===== src/common/iso_tx_irq_pkg.sv =====
// Purpose : Shared constants and types for the transmitter event status block
// Assumes : 32-bit AXI4-Lite register access, one clock domain
// Notes   : Offsets are byte addresses
package iso_tx_irq_pkg;

  // ==========================================================================
  // Register map
  localparam logic [11:0] TX_EVENT_STATUS_OFS = 12'h02C;
  localparam logic [11:0] TX_EVENT_ENABLE_OFS = 12'h030;
  localparam int          ADDR_W              = 12;
  localparam int          DATA_W              = 32;

  // ==========================================================================
  // Field layout and reset values
  localparam int          STATUS_W            = 10;
  localparam int          ENABLE_W            = 14;
  localparam logic [9:0]  STATUS_RESET        = 10'h000;
  localparam logic [13:0] ENABLE_RESET        = 14'h0000;
  localparam int          BIT_EMPTY           = 0;
  localparam int          BIT_FULL            = 1;
  localparam int          BIT_LOST_CYCLE      = 2;
  localparam int          BIT_INPUT_ERR       = 3;
  localparam int          BIT_DBC_LOSS        = 4;
  localparam int          BIT_PAYLOAD_DONE    = 5;
  localparam int          BIT_STAMP_SENT      = 6;
  localparam int          BIT_NEAR_LARGE      = 7;
  localparam int          BIT_NEAR_MID        = 8;
  localparam int          BIT_NEAR_SMALL      = 9;

  // ==========================================================================
  // Queue fill thresholds, in quadlets short of full
  localparam int          FREE_W              = 12;
  localparam logic [11:0] THRESH_SMALL        = 12'd100;
  localparam logic [11:0] THRESH_MID          = 12'd256;
  localparam logic [11:0] THRESH_LARGE        = 12'd512;

  // ==========================================================================
  // Bus answers
  localparam logic [1:0]  RESP_OKAY           = 2'h0;
  localparam logic [1:0]  RESP_SLVERR         = 2'h2;

  // Register selector from address decode
  typedef enum logic [2:0] {
    SEL_NONE   = 3'b001,
    SEL_STATUS = 3'b010,
    SEL_ENABLE = 3'b100
  } reg_sel_t;

  // Transmitter event inputs, one clock wide or level as noted
  typedef struct packed {
    logic [FREE_W-1:0] queue_free;             // Level, free quadlets in queue
    logic              half_k_buffer;          // Level, 0.5K buffer size selected
    logic              stamp_sent_event;       // Pulse
    logic              payload_done_event;     // Pulse
    logic              block_count_sync_loss;  // Pulse
    logic              input_error_event;      // Pulse
    logic              cycle_lost_event;       // Pulse
    logic              tx_memory_full;         // Level, memory bank full
    logic              tx_memory_empty;        // Level, memory bank empty
  } tx_events_t;

endpackage


===== src/logic/queue_level_detect.sv =====
// Purpose : Flags the moment free queue space falls to a threshold
// Assumes : free count from logic on the same clock
// Notes   : One pulse per downward crossing
`timescale 1ns/10ps
module queue_level_detect
  import iso_tx_irq_pkg::*;
#(
  parameter logic [FREE_W-1:0] THRESH = 12'h064
) (
  input  wire logic              ref_clk,
  input  wire logic              resetn,
  input  wire logic [FREE_W-1:0] queue_free,
  input  wire logic              allow,
  output logic                   hit
);

  logic below_reg;
  logic below_next;

  // ==========================================================================
  // Crossing detect, level remembered so a held level fires once
  always_comb begin
    below_next = (queue_free <= THRESH);
    hit        = below_next & ~below_reg & allow;
  end

  always_ff @(posedge ref_clk or negedge resetn) begin
    if (!resetn) begin
      below_reg <= 1'b0;
    end else begin
      below_reg <= below_next;
    end
  end

endmodule


===== src/logic/iso_tx_interrupt_status_enable.sv =====
// Purpose : Transmitter event status, enable and interrupt logic
// Assumes : Event inputs come from logic on ref_clk
// Notes   : Registers reached over AXI4-Lite, status bits write-one-to-clear
//
// Operation
// - Set status bit 9 when queue free space falls to 100 quadlets.
// - Set status bit 8 when queue free space falls to 256 quadlets.
// - Set status bit 7 at 512 quadlets free, never with the 0.5K buffer size.
// - Set status bit 6 when a time stamp goes out in header quadlet two.
// - Set status bit 5 when a payload finishes sending or being discarded.
// - Set status bit 4 when the data block counter loses sync.
// - Set status bit 3 on an input error that drops application data.
// - Set status bit 2 when a bus cycle is lost and its payload dropped.
// - Faults of bits 2, 3 and 4 are recovered by the device without the host.
// - Memory full sets status bit 1 and resets the transmitter on its own.
// - Set status bit 0 when the transmit memory bank becomes empty.
// - Status bits above 9 always read as zero.
// - Enable bits 9 down to 0 gate the matching status bits; enable bits 13 to 10 gate nothing.
`timescale 1ns/10ps
module iso_tx_interrupt_status_enable
  import iso_tx_irq_pkg::*;
(
  input  wire logic              ref_clk,
  input  wire logic              resetn,
  input  wire tx_events_t        events,
  // AXI4-Lite write address
  input  wire logic [ADDR_W-1:0] s_axi_awaddr,
  input  wire logic              s_axi_awvalid,
  output logic                   s_axi_awready,
  // AXI4-Lite write data
  input  wire logic [DATA_W-1:0] s_axi_wdata,
  input  wire logic [3:0]        s_axi_wstrb,
  input  wire logic              s_axi_wvalid,
  output logic                   s_axi_wready,
  // AXI4-Lite write response
  output logic [1:0]             s_axi_bresp,
  output logic                   s_axi_bvalid,
  input  wire logic              s_axi_bready,
  // AXI4-Lite read address
  input  wire logic [ADDR_W-1:0] s_axi_araddr,
  input  wire logic              s_axi_arvalid,
  output logic                   s_axi_arready,
  // AXI4-Lite read data
  output logic [DATA_W-1:0]      s_axi_rdata,
  output logic [1:0]             s_axi_rresp,
  output logic                   s_axi_rvalid,
  input  wire logic              s_axi_rready,
  // Block outputs
  output logic                   tx_irq,
  output logic                   tx_auto_reset,
  output logic                   tx_recover_req
);

  // ==========================================================================
  // Functions
  // Address decode, shared by read and write paths
  function automatic reg_sel_t decode_addr(input logic [ADDR_W-1:0] addr);
    return (addr == TX_EVENT_STATUS_OFS) ? SEL_STATUS :
           (addr == TX_EVENT_ENABLE_OFS) ? SEL_ENABLE : SEL_NONE;
  endfunction

  // Byte lane merge of write data into an old word
  function automatic logic [DATA_W-1:0] merge_strb(input logic [DATA_W-1:0] old_w,
                                                   input logic [DATA_W-1:0] new_w,
                                                   input logic [3:0]        strb);
    logic [DATA_W-1:0] res;
    res = old_w;
    for (int i = 0; i < 4; i++) begin
      if (strb[i]) begin
        res[i*8 +: 8] = new_w[i*8 +: 8];
      end
    end
    return res;
  endfunction

  // ==========================================================================
  // Declarations
  typedef enum logic [1:0] {
    WR_IDLE = 2'b01,
    WR_RESP = 2'b10
  } wr_state_t;
  typedef enum logic [1:0] {
    RD_IDLE = 2'b01,
    RD_RESP = 2'b10
  } rd_state_t;
  wr_state_t             wr_state_reg,   wr_state_next;
  rd_state_t             rd_state_reg,   rd_state_next;
  logic                  aw_got_reg,     aw_got_next;
  logic                  w_got_reg,      w_got_next;
  logic [ADDR_W-1:0]     awaddr_reg,     awaddr_next;
  logic [DATA_W-1:0]     wdata_reg,      wdata_next;
  logic [3:0]            wstrb_reg,      wstrb_next;
  logic                  awready_reg,    awready_next;
  logic                  wready_reg,     wready_next;
  logic                  bvalid_reg,     bvalid_next;
  logic [1:0]            bresp_reg,      bresp_next;
  logic                  arready_reg,    arready_next;
  logic                  rvalid_reg,     rvalid_next;
  logic [1:0]            rresp_reg,      rresp_next;
  logic [DATA_W-1:0]     rdata_reg,      rdata_next;
  logic [STATUS_W-1:0]   status_reg,     status_next;
  logic [ENABLE_W-1:0]   enable_reg,     enable_next;
  logic                  irq_reg,        irq_next;
  logic                  auto_rst_reg,   auto_rst_next;
  logic                  recover_reg,    recover_next;
  logic                  full_seen_reg,  full_seen_next;
  logic                  empty_seen_reg, empty_seen_next;
  logic [2:0]            near_hit;
  logic [STATUS_W-1:0]   set_bits;
  logic [STATUS_W-1:0]   clr_bits;
  logic                  do_write;
  reg_sel_t              wr_sel;
  reg_sel_t              rd_sel;
  logic [DATA_W-1:0]     wr_word;
  // Threshold table for the three fill detectors
  localparam logic [3*FREE_W-1:0] THRESH_TABLE = {THRESH_LARGE, THRESH_MID, THRESH_SMALL};

  // ==========================================================================
  // Queue fill detectors, one per threshold
  generate
    for (genvar g = 0; g < 3; g++) begin : g_near
      queue_level_detect #(
        .THRESH     (THRESH_TABLE[g*FREE_W +: FREE_W])
      ) u_detect (
        .ref_clk    (ref_clk),
        .resetn     (resetn),
        .queue_free (events.queue_free),
        // Large threshold is meaningless with the small buffer
        .allow      ((g == 2) ? ~events.half_k_buffer : 1'b1),
        .hit        (near_hit[g])
      );
    end
  endgenerate

  // ==========================================================================
  // Event collection
  always_comb begin
    set_bits                   = '0;
    set_bits[BIT_NEAR_SMALL]   = near_hit[0];
    set_bits[BIT_NEAR_MID]     = near_hit[1];
    set_bits[BIT_NEAR_LARGE]   = near_hit[2];
    set_bits[BIT_STAMP_SENT]   = events.stamp_sent_event;
    set_bits[BIT_PAYLOAD_DONE] = events.payload_done_event;
    set_bits[BIT_DBC_LOSS]     = events.block_count_sync_loss;
    set_bits[BIT_INPUT_ERR]    = events.input_error_event;
    set_bits[BIT_LOST_CYCLE]   = events.cycle_lost_event;
    set_bits[BIT_FULL]         = events.tx_memory_full & ~full_seen_reg;
    set_bits[BIT_EMPTY]        = events.tx_memory_empty & ~empty_seen_reg;
    full_seen_next             = events.tx_memory_full;
    empty_seen_next            = events.tx_memory_empty;
    // Full is fatal, the transmitter restarts without waiting on software
    auto_rst_next              = set_bits[BIT_FULL];
    // Self-repairing faults kick the datapath recovery directly
    recover_next               = set_bits[BIT_LOST_CYCLE] | set_bits[BIT_INPUT_ERR]
                               | set_bits[BIT_DBC_LOSS];
  end

  // ==========================================================================
  // Write channel
  always_comb begin
    wr_state_next = wr_state_reg;
    aw_got_next   = aw_got_reg;
    w_got_next    = w_got_reg;
    awaddr_next   = awaddr_reg;
    wdata_next    = wdata_reg;
    wstrb_next    = wstrb_reg;
    bvalid_next   = bvalid_reg;
    bresp_next    = bresp_reg;
    do_write      = 1'b0;
    wr_sel        = decode_addr(awaddr_reg);
    if (s_axi_awvalid && awready_reg) begin
      aw_got_next = 1'b1;
      awaddr_next = s_axi_awaddr;
    end
    if (s_axi_wvalid && wready_reg) begin
      w_got_next = 1'b1;
      wdata_next = s_axi_wdata;
      wstrb_next = s_axi_wstrb;
    end
    case (wr_state_reg)
      WR_IDLE: begin
        // Address and data may arrive in either order
        if (aw_got_reg && w_got_reg) begin
          do_write      = (wr_sel != SEL_NONE);
          bresp_next    = (wr_sel != SEL_NONE) ? RESP_OKAY : RESP_SLVERR;
          bvalid_next   = 1'b1;
          aw_got_next   = 1'b0;
          w_got_next    = 1'b0;
          wr_state_next = WR_RESP;
        end
      end
      WR_RESP: begin
        if (s_axi_bready) begin
          bvalid_next   = 1'b0;
          wr_state_next = WR_IDLE;
        end
      end
      default: begin
        wr_state_next = WR_IDLE;
        bvalid_next   = 1'b0;
      end
    endcase
    // Readies registered; low while a word is held or a response is owed
    awready_next = (wr_state_next == WR_IDLE) && !aw_got_next && !do_write;
    wready_next  = (wr_state_next == WR_IDLE) && !w_got_next && !do_write;
  end

  // ==========================================================================
  // Status and enable registers
  always_comb begin
    status_next = status_reg;
    enable_next = enable_reg;
    clr_bits    = '0;
    wr_word     = '0;
    if (do_write && wr_sel == SEL_STATUS) begin
      // Unwritten lanes clear nothing
      wr_word  = merge_strb('0, wdata_reg, wstrb_reg);
      clr_bits = wr_word[STATUS_W-1:0];
    end
    if (do_write && wr_sel == SEL_ENABLE) begin
      wr_word     = merge_strb({{(DATA_W-ENABLE_W){1'b0}}, enable_reg}, wdata_reg, wstrb_reg);
      enable_next = wr_word[ENABLE_W-1:0];
    end
    // Sticky bits; an event in the clearing cycle survives the clear
    status_next = (status_reg & ~clr_bits) | set_bits;
    // Registered so the pin has no glitch from the clear path
    irq_next    = |(status_next & enable_next[STATUS_W-1:0]);
  end

  // ==========================================================================
  // Read channel
  always_comb begin
    rd_state_next = rd_state_reg;
    rvalid_next   = rvalid_reg;
    rresp_next    = rresp_reg;
    rdata_next    = rdata_reg;
    rd_sel        = decode_addr(s_axi_araddr);
    case (rd_state_reg)
      RD_IDLE: begin
        if (s_axi_arvalid && arready_reg) begin
          rvalid_next   = 1'b1;
          rresp_next    = RESP_OKAY;
          rd_state_next = RD_RESP;
          case (rd_sel)
            // Bits above the event field read zero
            SEL_STATUS: rdata_next = {{(DATA_W-STATUS_W){1'b0}}, status_reg};
            SEL_ENABLE: rdata_next = {{(DATA_W-ENABLE_W){1'b0}}, enable_reg};
            default: begin
              rdata_next = '0;
              rresp_next = RESP_SLVERR;
            end
          endcase
        end
      end
      RD_RESP: begin
        if (s_axi_rready) begin
          rvalid_next   = 1'b0;
          rd_state_next = RD_IDLE;
        end
      end
      default: begin
        rd_state_next = RD_IDLE;
        rvalid_next   = 1'b0;
      end
    endcase
    arready_next = (rd_state_next == RD_IDLE);
  end

  // ==========================================================================
  // State registers
  always_ff @(posedge ref_clk or negedge resetn) begin
    if (!resetn) begin
      wr_state_reg   <= WR_IDLE;
      rd_state_reg   <= RD_IDLE;
      aw_got_reg     <= 1'b0;
      w_got_reg      <= 1'b0;
      awaddr_reg     <= '0;
      wdata_reg      <= '0;
      wstrb_reg      <= '0;
      awready_reg    <= 1'b0;
      wready_reg     <= 1'b0;
      bvalid_reg     <= 1'b0;
      bresp_reg      <= RESP_OKAY;
      arready_reg    <= 1'b0;
      rvalid_reg     <= 1'b0;
      rresp_reg      <= RESP_OKAY;
      rdata_reg      <= '0;
      status_reg     <= STATUS_RESET;
      enable_reg     <= ENABLE_RESET;
      irq_reg        <= 1'b0;
      auto_rst_reg   <= 1'b0;
      recover_reg    <= 1'b0;
      full_seen_reg  <= 1'b0;
      empty_seen_reg <= 1'b0;
    end else begin
      wr_state_reg   <= wr_state_next;
      rd_state_reg   <= rd_state_next;
      aw_got_reg     <= aw_got_next;
      w_got_reg      <= w_got_next;
      awaddr_reg     <= awaddr_next;
      wdata_reg      <= wdata_next;
      wstrb_reg      <= wstrb_next;
      awready_reg    <= awready_next;
      wready_reg     <= wready_next;
      bvalid_reg     <= bvalid_next;
      bresp_reg      <= bresp_next;
      arready_reg    <= arready_next;
      rvalid_reg     <= rvalid_next;
      rresp_reg      <= rresp_next;
      rdata_reg      <= rdata_next;
      status_reg     <= status_next;
      enable_reg     <= enable_next;
      irq_reg        <= irq_next;
      auto_rst_reg   <= auto_rst_next;
      recover_reg    <= recover_next;
      full_seen_reg  <= full_seen_next;
      empty_seen_reg <= empty_seen_next;
    end
  end

  // ==========================================================================
  // Outputs, all straight from flip-flops
  assign s_axi_awready  = awready_reg;
  assign s_axi_wready   = wready_reg;
  assign s_axi_bvalid   = bvalid_reg;
  assign s_axi_bresp    = bresp_reg;
  assign s_axi_arready  = arready_reg;
  assign s_axi_rvalid   = rvalid_reg;
  assign s_axi_rresp    = rresp_reg;
  assign s_axi_rdata    = rdata_reg;
  assign tx_irq         = irq_reg;
  assign tx_auto_reset  = auto_rst_reg;
  assign tx_recover_req = recover_reg;

endmodule


===== config.mk =====
export PLATFORM = sky130hd
export DESIGN_NAME = iso_tx_interrupt_status_enable
export DESIGN_NICKNAME = d
export VERILOG_FILES = /design/src/common/iso_tx_irq_pkg.sv /design/src/logic/queue_level_detect.sv /design/src/logic/iso_tx_interrupt_status_enable.sv
export SDC_FILE = /design/constraint.sdc
export NUM_CORES = 1
export LEC_CHECK = 0
export ABC_AREA = 0
export BUFFER_PORTS_ARGS = -buffer_cell sky130_fd_sc_hd__buf_2
export CELL_PAD_IN_SITES_DETAIL_PLACEMENT = 0
export CELL_PAD_IN_SITES_GLOBAL_PLACEMENT = 1
export CORE_UTILIZATION = 35
export DETAILED_ROUTE_END_ITERATION = 16
export GPL_TIMING_DRIVEN = 0
export PLACE_DENSITY_LB_ADDON = 0.1
export SETUP_SLACK_MARGIN = 0.1
export SLEW_MARGIN = 30
export SYNTH_ARGS = -nofsm -noshare
export SYNTH_HDL_FRONTEND = slang
export SYNTH_SLANG_ARGS = --single-unit

===== constraint.sdc =====
create_clock -name ref_clk -period 2.8 [get_ports ref_clk]
set_input_delay 0.42 -clock ref_clk [delete_from_list [all_inputs] [get_ports ref_clk]]
set_output_delay 0.42 -clock ref_clk [all_outputs]
set_load 0.01 [all_outputs]

==> impl_metrics.env, run 1 <==
export IMPL_finalHoldViolations=0
export IMPL_rrSetupSlack_ns=-0.07
export IMPL_cts_buffer_depth=2
export IMPL_diodes=0
export IMPL_final_common_cell="buf_2"
export IMPL_grt_max_degree=63
export IMPL_die_height_um=105.7
export IMPL_final_cells=565
export IMPL_synth_cells=301
export IMPL_drv_cap=0
export IMPL_setup_tns_ns=-0.06530
export IMPL_cp_arrival_ns=3.09
export IMPL_dp_cells=547
export IMPL_rsz0062_at_grt="true"
export IMPL_die_width_um=105.7
export IMPL_via_count=2643
export IMPL_fin_total_pwr_w=0.003672
export IMPL_worst_slack_ns=-0.06530
export IMPL_root_buffer="clkbuf_8"
export IMPL_critical_path_required_ns=3.03
export IMPL_fin_util_pct=46.16
export IMPL_setup_viol=1
export IMPL_max_freq_mhz=349.0
export IMPL_fin_skew_ns=0.01360
export IMPL_ios=131
export IMPL_slew_violations=0
export IMPL_layout_common_cells="buf_2 (89), dfrtp_1 (85), mux2_2 (35)"
export IMPL_grt_pass1_wl_um=12770
export IMPL_synth_cell_types=43
export IMPL_avgSynthCellArea_um2=12.51
export IMPL_wl_met3_um=500
export IMPL_netlist_area_um2=3765
export IMPL_synth_flop_cell="dfrtp_1"
export IMPL_grt_pass1_vias=2578
export IMPL_synth_edf_count=0
export IMPL_crit_top_cell="or4_4"
export IMPL_path_max_fanout=9
export IMPL_ant_nets=0
export IMPL_wl_met2_um=3647
export IMPL_groute_usage_overall_pct=14.82
export IMPL_hold_path_class="in -> reg"
export IMPL_p_leak_nw=2.470
export IMPL_startpoint_type="flop"
export IMPL_area_growth_pct=27.15
export IMPL_critPathCaptureType="flop"
export IMPL_finalNetCount=515
export IMPL_grt_antenna_before_repair=1
export IMPL_place_hpwl_um=5733
export IMPL_synth_seq_cells=87
export IMPL_drc_errors=0
export IMPL_yosysSeqAreaShare_pct=57.89
export IMPL_p_per_area_nw_per_um2=767.1
export IMPL_htreeDepth=3
export IMPL_initial_utilization_pct=36.31
export IMPL_numCtsBuffers=9
export IMPL_clk_pin_slew_ns=0.09
export IMPL_clock_latency_ns=0.35
export IMPL_dr_pass1_iters=5
export IMPL_wl_um=7854
export IMPL_path_cells="or4_4 -> buf_6 -> or4_4 -> buf_8 -> mux2_4 -> a22o_1 -> or4_1"
export IMPL_cts_tree="yes"
export IMPL_grt_ovfl_total=0
export IMPL_slew_headroom_pct=42.74
export IMPL_yosysWarningCount=0
export IMPL_drive_above_1_share_pct=42.66
export IMPL_tightest_slew_ns=0.8543
export IMPL_wl_per_cell_um=13.90
export IMPL_dieArea_um2=11180
export IMPL_cpMaxStageDelayCell="or4_4"
export IMPL_outcome="finished, violations left"
export IMPL_drt_met1_wl_um=3600
export IMPL_violations="setup timing"
export IMPL_slowest_delay_ns=0.53
export IMPL_clock_sinks=87
export IMPL_routed_via_density=4.678
export IMPL_worstSetupPathType="reg -> reg"
export IMPL_period_needed_ns=2.865
export IMPL_drt_iter0_drc=122
export IMPL_timing_hold_ws_ns=0.1793
export IMPL_top_layer="met4"
export IMPL_routabilityCongestion=0.7400
export IMPL_port_buffers=90
export IMPL_period_share_pct=102.3
export IMPL_ir_worst_vdd_mv=0.3276
export IMPL_core_area_um2=10370
export IMPL_row_count=37
export IMPL_ys_async_sr_fraction_pct=100.0
-- cells by family (layout without fill, tap and decap cells) --
group / Yosys count / after routing / share of synthesized area (%)
AOI/OAI and AO/OA: 49 / 49 / 10.37
adders and majority gates: 4 / 4 / 1.329
buffers and inverters: 54 / 163 / 7.876
DFF: 87 / 87 / 57.89
muxes: 41 / 41 / 12.73
other: 1 / 20 / 0.09961
and+or+nand+nor: 65 / 65 / 9.704
-- path summary, 6_finish.rpt --
kind	endpoint	startpoint	depth (start not counted)
setup / recovery	tx_irq	awaddr_reg[0]	7
hold / removal	full_seen_reg	events[1]	1
setup reg to reg	tx_irq	awaddr_reg[0]	7
hold reg to reg	tx_auto_reset	full_seen_reg	1
max in group asynchronous	rd_state_reg[0]	resetn	3
min in group asynchronous	awaddr_reg[7]	resetn	2
-- power by group --
group          switching, W  total (W)  internal [W]  leakage [nW]
clock network      0.000442   0.000998      0.000556         0.117
registers          0.000197    0.00177       0.00157          1.07
logic              0.000434   0.000905      0.000470          1.28
-- stage by stage --
stage / worst slack (ns) / instance area [um^2]
final: -0.06530 / 4787
after global placement: -0.2478 / 4469
after global routing: -0.1260 / 4787
after CTS: -0.07749 / 4772
after detailed placement: -0.2157 / 4508
after floorplan: 0.03622 / 3849
-- synthesized netlist by cell type, types with 2 or more instances --
cell type | instances | share of area, %
nand4_1 | 2 | 0.33
clkbuf_1 | 3 | 0.30
mux2_2 | 35 | 10
buf_4 | 21 | 4.2
a21boi_0 | 2 | 0.40
a21oi_1 | 7 | 0.93
a21o_1 | 4 | 0.80
o21ai_0 | 5 | 0.66
nor2b_1 | 7 | 1.2
nand3_1 | 3 | 0.40
mux2_4 | 5 | 2.0
a31oi_1 | 3 | 0.50
or4_1 | 3 | 0.60
nor3_1 | 3 | 0.40
or4_4 | 2 | 0.60
or3_1 | 3 | 0.50
a22oi_2 | 2 | 0.66
nor4_1 | 5 | 0.83
nand2_1 | 16 | 1.6
nand4b_1 | 2 | 0.47
nor2_1 | 14 | 1.4
ha_1 | 4 | 1.3
dfrtp_1 | 85 | 56
o22a_1 | 2 | 0.47
inv_1 | 27 | 2.7
buf_6 | 2 | 0.60
nor4_2 | 2 | 0.66
dfstp_2 | 2 | 1.4
a22o_1 | 7 | 1.6
a222oi_1 | 10 | 2.7
-- critical path: cells and delay by family (launching register included) --
kind	cells	cell delay (ns)
and+or+nand+nor	3	1.55
DFF	1	0.38
buffers and inverters	2	0.32
muxes	1	0.30
AOI/OAI and AO/OA	1	0.19
-- final cells by class --
cell class / instances / area [um^2]
clock buffer: 12 / 155.1
timing repair buffer: 93 / 501.7
buffer: 27 / 203.9
inverter: 27 / 101.3
tap: 136 / 170.2
multi-input combinational: 179 / 1398
sequential: 87 / 2180
fill: 1022 / 5583
clock inverter: 4 / 77.57
-- layer usage --
metal | track usage (%) | up-vias
met5 | 0 | -
met4 | 5.060 | 0
met3 | 3.711 | 10
met2 | 23.72 | 81
met1 | 19.56 | 1262
li1 | - | 1290
-- timing repair --
action | CTS | global route
hold endpoints to repair | 24 | 0
pin swaps | 1 | 0
setup endpoints to repair | 11 | 8
hold buffers | 1 | 0
resized for setup | 2 | 5
setup buffers | 1 | 0
(Power assumes the default switching activity.)
==> run 2: changes to the inputs <==
--- a/config.mk
+++ b/config.mk
@@ -9,7 +9,7 @@
 export BUFFER_PORTS_ARGS = -buffer_cell sky130_fd_sc_hd__buf_2
 export CELL_PAD_IN_SITES_DETAIL_PLACEMENT = 0
 export CELL_PAD_IN_SITES_GLOBAL_PLACEMENT = 1
-export CORE_UTILIZATION = 35
+export CORE_UTILIZATION = 39
 export DETAILED_ROUTE_END_ITERATION = 16
 export GPL_TIMING_DRIVEN = 0
 export PLACE_DENSITY_LB_ADDON = 0.1
==> constraint.sdc (replaced) <==
create_clock -name ref_clk -period 2.7 [get_ports ref_clk]
set_input_delay 0.405 -clock ref_clk [delete_from_list [all_inputs] [get_ports ref_clk]]
set_output_delay 0.405 -clock ref_clk [all_outputs]
set_load 0.01 [all_outputs]
==> impl_metrics.env, run 2 (synthesis gave the netlist of run 1 again) <==
export IMPL_dr_pass1_iters=4
export IMPL_cts_buffer_depth=2
export IMPL_grt_pass1_wl_um=12780
export IMPL_cpMaxStageDelayCell="or4_4"
export IMPL_period_share_pct=105.3
export IMPL_htreeDepth=3
export IMPL_place_hpwl_um=5711
export IMPL_fin_util_pct=51.36
export IMPL_ant_nets=0
export IMPL_clock_sinks=87
export IMPL_worst_slack_ns=-0.1440
export IMPL_area_growth_pct=26.65
export IMPL_drc_errors=0
export IMPL_cp_top_family="simple AND/OR/NAND/NOR gates"
export IMPL_finalNetCount=515
export IMPL_cts_tree="yes"
export IMPL_outcome="finished, violations left"
export IMPL_finalHoldViolations=0
export IMPL_cp_num_buf_inv=2
export IMPL_fin_total_pwr_w=0.003730
export IMPL_period_needed_ns=2.844
export IMPL_numCtsBuffers=9
export IMPL_worstSetupPathType="reg -> reg"
export IMPL_grt_antenna_before_repair=0
export IMPL_clock_latency_ns=0.36
export IMPL_row_count=35
export IMPL_fin_skew_ns=0.01050
export IMPL_setup_viol=1
export IMPL_die_height_um=100.3
export IMPL_drv_cap=0
export IMPL_routed_via_density=4.733
export IMPL_rsz0062_at_grt="true"
export IMPL_slew_violations=0
export IMPL_drt_iter0_drc=150
export IMPL_final_common_cell="buf_2"
export IMPL_wl_per_cell_um=13.96
export IMPL_hold_path_class="in -> reg"
export IMPL_routabilityCongestion=0.7040
export IMPL_slowest_delay_ns=0.53
export IMPL_drive_above_1_share_pct=43.36
export IMPL_tightest_slew_ns=0.5621
export IMPL_grt_max_degree=58
export IMPL_layout_common_cells="buf_2 (89), dfrtp_1 (85), mux2_2 (35)"
export IMPL_violations="setup timing"
export IMPL_root_buffer="clkbuf_8"
export IMPL_path_cells="or4_4 -> buf_6 -> or4_4 -> buf_6 -> mux2_4 -> a22o_1 -> or4_1"
export IMPL_cp_arrival_ns=3.07
export IMPL_die_width_um=100.3
export IMPL_core_area_um2=9284
export IMPL_dieArea_um2=10050
export IMPL_groute_usage_overall_pct=16.88
export IMPL_diodes=0
export IMPL_critPathCaptureType="flop"
export IMPL_path_max_fanout=9
export IMPL_slew_headroom_pct=62.53
export IMPL_initial_utilization_pct=40.55
export IMPL_grt_ovfl_total=0
export IMPL_ios=131
export IMPL_clk_pin_slew_ns=0.09
export IMPL_critical_path_required_ns=2.93
export IMPL_startpoint_type="flop"
export IMPL_via_count=2641
export IMPL_p_per_area_nw_per_um2=782.3
export IMPL_ir_worst_vdd_mv=0.4438
export IMPL_p_leak_nw=2.480
export IMPL_max_freq_mhz=351.6
export IMPL_wl_um=7790
export IMPL_grt_pass1_vias=2610
export IMPL_setup_tns_ns=-0.1440
export IMPL_port_buffers=90
## run 2: cell types whose count changed in the layout (fill, tap and decap cells not counted), sizes merged
cell      delta
bufinv       -1
clkinvlp     +1
clkinv       +1
inv          +1
clkbuf       -2
## run 2: through the flow
stage,setup slack [ns],instances,cell area (um^2),hold WS (ns)
after floorplan,-0.06378,320,3849,0.1094
after global placement,-0.2979,539,4461,0.4194
after detailed placement,-0.3117,540,4499,0.3044
after CTS,-0.1582,558,4738,0.1447
after global routing,-0.2174,558,4768,0.1479
final,-0.1440,558,4768,0.1612
## run 2: what timing repair did
action	CTS	global route
hold buffers	1	0
gates resized for setup	3	7
hold endpoints to repair	29	0
gates cloned	0	0
buffers inserted	1	0
pin swaps	1	1
setup endpoints to repair	11	7
## run 2: path summary, 6_finish.rpt
| kind | start | endpoint | slack, ns | cells after the start |
|---|---|---|---|---|
| min reg2reg | full_seen_reg | tx_auto_reset | 0.43 | 1 |
| max reg2reg | awaddr_reg[0] | tx_irq | -0.14 | 7 |
| max in group asynchronous | resetn | rd_state_reg[0] | 1.61 | 3 |
| max | awaddr_reg[0] | tx_irq | -0.14 | 7 |
| min | events[1] | full_seen_reg | 0.16 | 1 |
| min in group asynchronous | resetn | awaddr_reg[7] | 0.49 | 2 |
## run 2: routing by layer
metal	wire [um]	part of all wire (%)	vias up	global-route usage (%)
met5	0	0	-	0
met4	155	2.0	0	8.027
met3	392	5.0	12	3.482
met2	3737	48	75	27.13
met1	3505	45	1270	21.89
li1	-	-	1284	-
## run 2: area by class of cell
type	count	area [um^2]
Sequential cell	87	2180
Fill cell	904	4516
Buffer	27	200.2
Timing Repair Buffer	93	501.7
Clock buffer	10	137.6
Multi-Input combinational cell	179	1418
Inverter	27	101.3
Clock inverter	6	68.82
Tap cell	129	161.4
## run 2: power by group
part	switching [W]	leakage, nW	internal, W
combinational	0.000464	1.31	0.000492
clock	0.000482	0.103	0.000458
sequential	0.000204	1.07	0.00163
==> run 3: changes to the inputs <==
==> constraint.sdc (replaced) <==
create_clock -name ref_clk -period 2.7 [get_ports ref_clk]
set_input_delay 0.135 -clock ref_clk [delete_from_list [all_inputs] [get_ports ref_clk]]
set_output_delay 0.135 -clock ref_clk [all_outputs]
set_load 0.01 [all_outputs]
==> impl_metrics.env, run 3 (synthesis gave the netlist of run 1 again) <==
export IMPL_outcome="finished, violations left"
export IMPL_violations="setup timing"
export IMPL_cts_tree="yes"
export IMPL_finalHoldViolations=0
export IMPL_area_growth_pct=32.77
export IMPL_die_width_um=100.3
export IMPL_via_count=2716
export IMPL_place_hpwl_um=5711
export IMPL_max_freq_mhz=351.7
export IMPL_initial_utilization_pct=40.55
export IMPL_fin_total_pwr_w=0.003755
export IMPL_grt_util_met1_pct=22.44
export IMPL_row_count=35
export IMPL_ir_worst_vdd_mv=0.4458
export IMPL_grt_pass1_wl_um=13150
export IMPL_clk_pin_slew_ns=0.09
export IMPL_cts_buffer_depth=2
export IMPL_p_per_area_nw_per_um2=751.2
export IMPL_port_buffers=90
export IMPL_worst_slack_ns=-0.1430
export IMPL_drt_iter0_drc=148
export IMPL_clock_sinks=87
export IMPL_startpoint_type="flop"
export IMPL_fin_util_pct=53.84
export IMPL_dr_pass1_iters=4
export IMPL_final_common_cell="buf_2"
export IMPL_post_route_cell_area_um2=4999
export IMPL_diodes=0
export IMPL_clock_latency_ns=0.36
export IMPL_routed_via_density=4.675
export IMPL_cpMaxStageDelayCell="or4_4"
export IMPL_tightest_slew_ns=0.5647
export IMPL_core_area_um2=9284
export IMPL_grt_busiest_layer="met2"
export IMPL_drc_errors=0
export IMPL_routabilityCongestion=0.7040
export IMPL_pre_cts_slack_ns=-0.3117
export IMPL_critical_path_required_ns=2.93
export IMPL_grt_pass1_vias=2707
export IMPL_worstSetupPathType="reg -> reg"
export IMPL_slowest_delay_ns=0.53
export IMPL_setup_viol=1
export IMPL_grt_util_met2_pct=28.29
export IMPL_dieArea_um2=10050
export IMPL_finalNetCount=538
export IMPL_path_cells="or4_4 -> buf_6 -> or4_4 -> buf_6 -> mux2_4 -> a22o_1 -> or4_1"
export IMPL_grt_antenna_before_repair=0
export IMPL_drv_cap=0
export IMPL_ios=131
export IMPL_rrSetupSlack_ns=-0.14
export IMPL_layout_common_cells="buf_2 (89), dfrtp_1 (85), mux2_2 (35)"
export IMPL_hold_path_class="in -> reg"
export IMPL_p_leak_nw=2.577
export IMPL_cp_arrival_ns=3.07
export IMPL_drive_above_1_share_pct=41.15
export IMPL_rsz0062_at_grt="true"
export IMPL_slew_headroom_pct=62.35
export IMPL_critPathCaptureType="flop"
export IMPL_slew_violations=0
export IMPL_wl_per_cell_um=13.69
export IMPL_ant_nets=0
export IMPL_grt_ovfl_total=0
export IMPL_timing_hold_ws_ns=0.008005
export IMPL_fin_skew_ns=0.01069
export IMPL_numCtsBuffers=9
export IMPL_placed_area_um2=4499
export IMPL_htreeDepth=3
export IMPL_root_buffer="clkbuf_8"
export IMPL_path_max_fanout=9
export IMPL_groute_usage_overall_pct=17.27
export IMPL_die_height_um=100.3
export IMPL_wl_um=7951
export IMPL_period_needed_ns=2.843
export IMPL_grt_max_degree=58
export IMPL_period_share_pct=105.3
export IMPL_met3_usage_pct=2.925
==> run 3: changes by cell type in the layout (fill, tap and decap cells not counted), sizes merged <==
cell / delta
dlygate4sd3: +23
==> run 3: cell type report <==
cell class	count	area, um^2
plain buffers	27	200.2
clock buffers	10	137.6
clock inverters	6	68.82
fillers	883	4285
inverters	27	101.3
multi-input cells	179	1418
flip-flops and latches	87	2180
well taps	129	161.4
repair buffers	116	732.0
==> run 3: worst max-delay path, delay by kind of cell, from the launching register on <==
kind | cells | cell delay (ns)
and+or+nand+nor | 3 | 1.55
muxes | 1 | 0.30
DFF | 1 | 0.38
AOI/OAI and AO/OA | 1 | 0.17
buffers and inverters | 2 | 0.32
==> run 3: what timing repair did <==
item / in CTS / in global routing
endpoints found under the hold margin: 95 / 0
pin swaps: 1 / 1
gates cloned: 0 / 0
resized for setup: 3 / 7
endpoints found under the setup margin: 11 / 7
hold buffers: 24 / 0
setup buffers: 1 / 0
==> run 3: final timing paths <==
path | to | depth (start not counted) | start
setup reg to reg | tx_irq | 7 | awaddr_reg[0]
setup / recovery | tx_irq | 7 | awaddr_reg[0]
min in group asynchronous | awaddr_reg[7] | 2 | resetn
hold reg to reg | tx_auto_reset | 1 | full_seen_reg
hold / removal | status_reg[6] | 2 | events[6]
max in group asynchronous | rd_state_reg[0] | 3 | resetn
==> run 3: layer usage <==
layer	vias to the layer above	wire length (um)
met4	0	155
met1	1301	3582
met5	-	0
met2	73	3873
li1	1330	-
met3	12	339
==> run 3: where the power goes <==
| part | internal (W) | switching (W) | leakage, nW |
|---|---|---|---|
| Clock | 0.000458 | 0.000481 | 0.103 |
| Combinational | 0.000513 | 0.000468 | 1.41 |
| Sequential | 0.00163 | 0.000204 | 1.07 |
| Total | 0.00260 | 0.00115 | 2.58 |
==> run 3: through the flow <==
stage,cells,TNS [ns]
CTS,581,-0.1582
global placement,539,-1.501
floorplan,320,-0.06378
finish,581,-0.1430
global route,581,-0.2174
detailed placement,540,-1.258
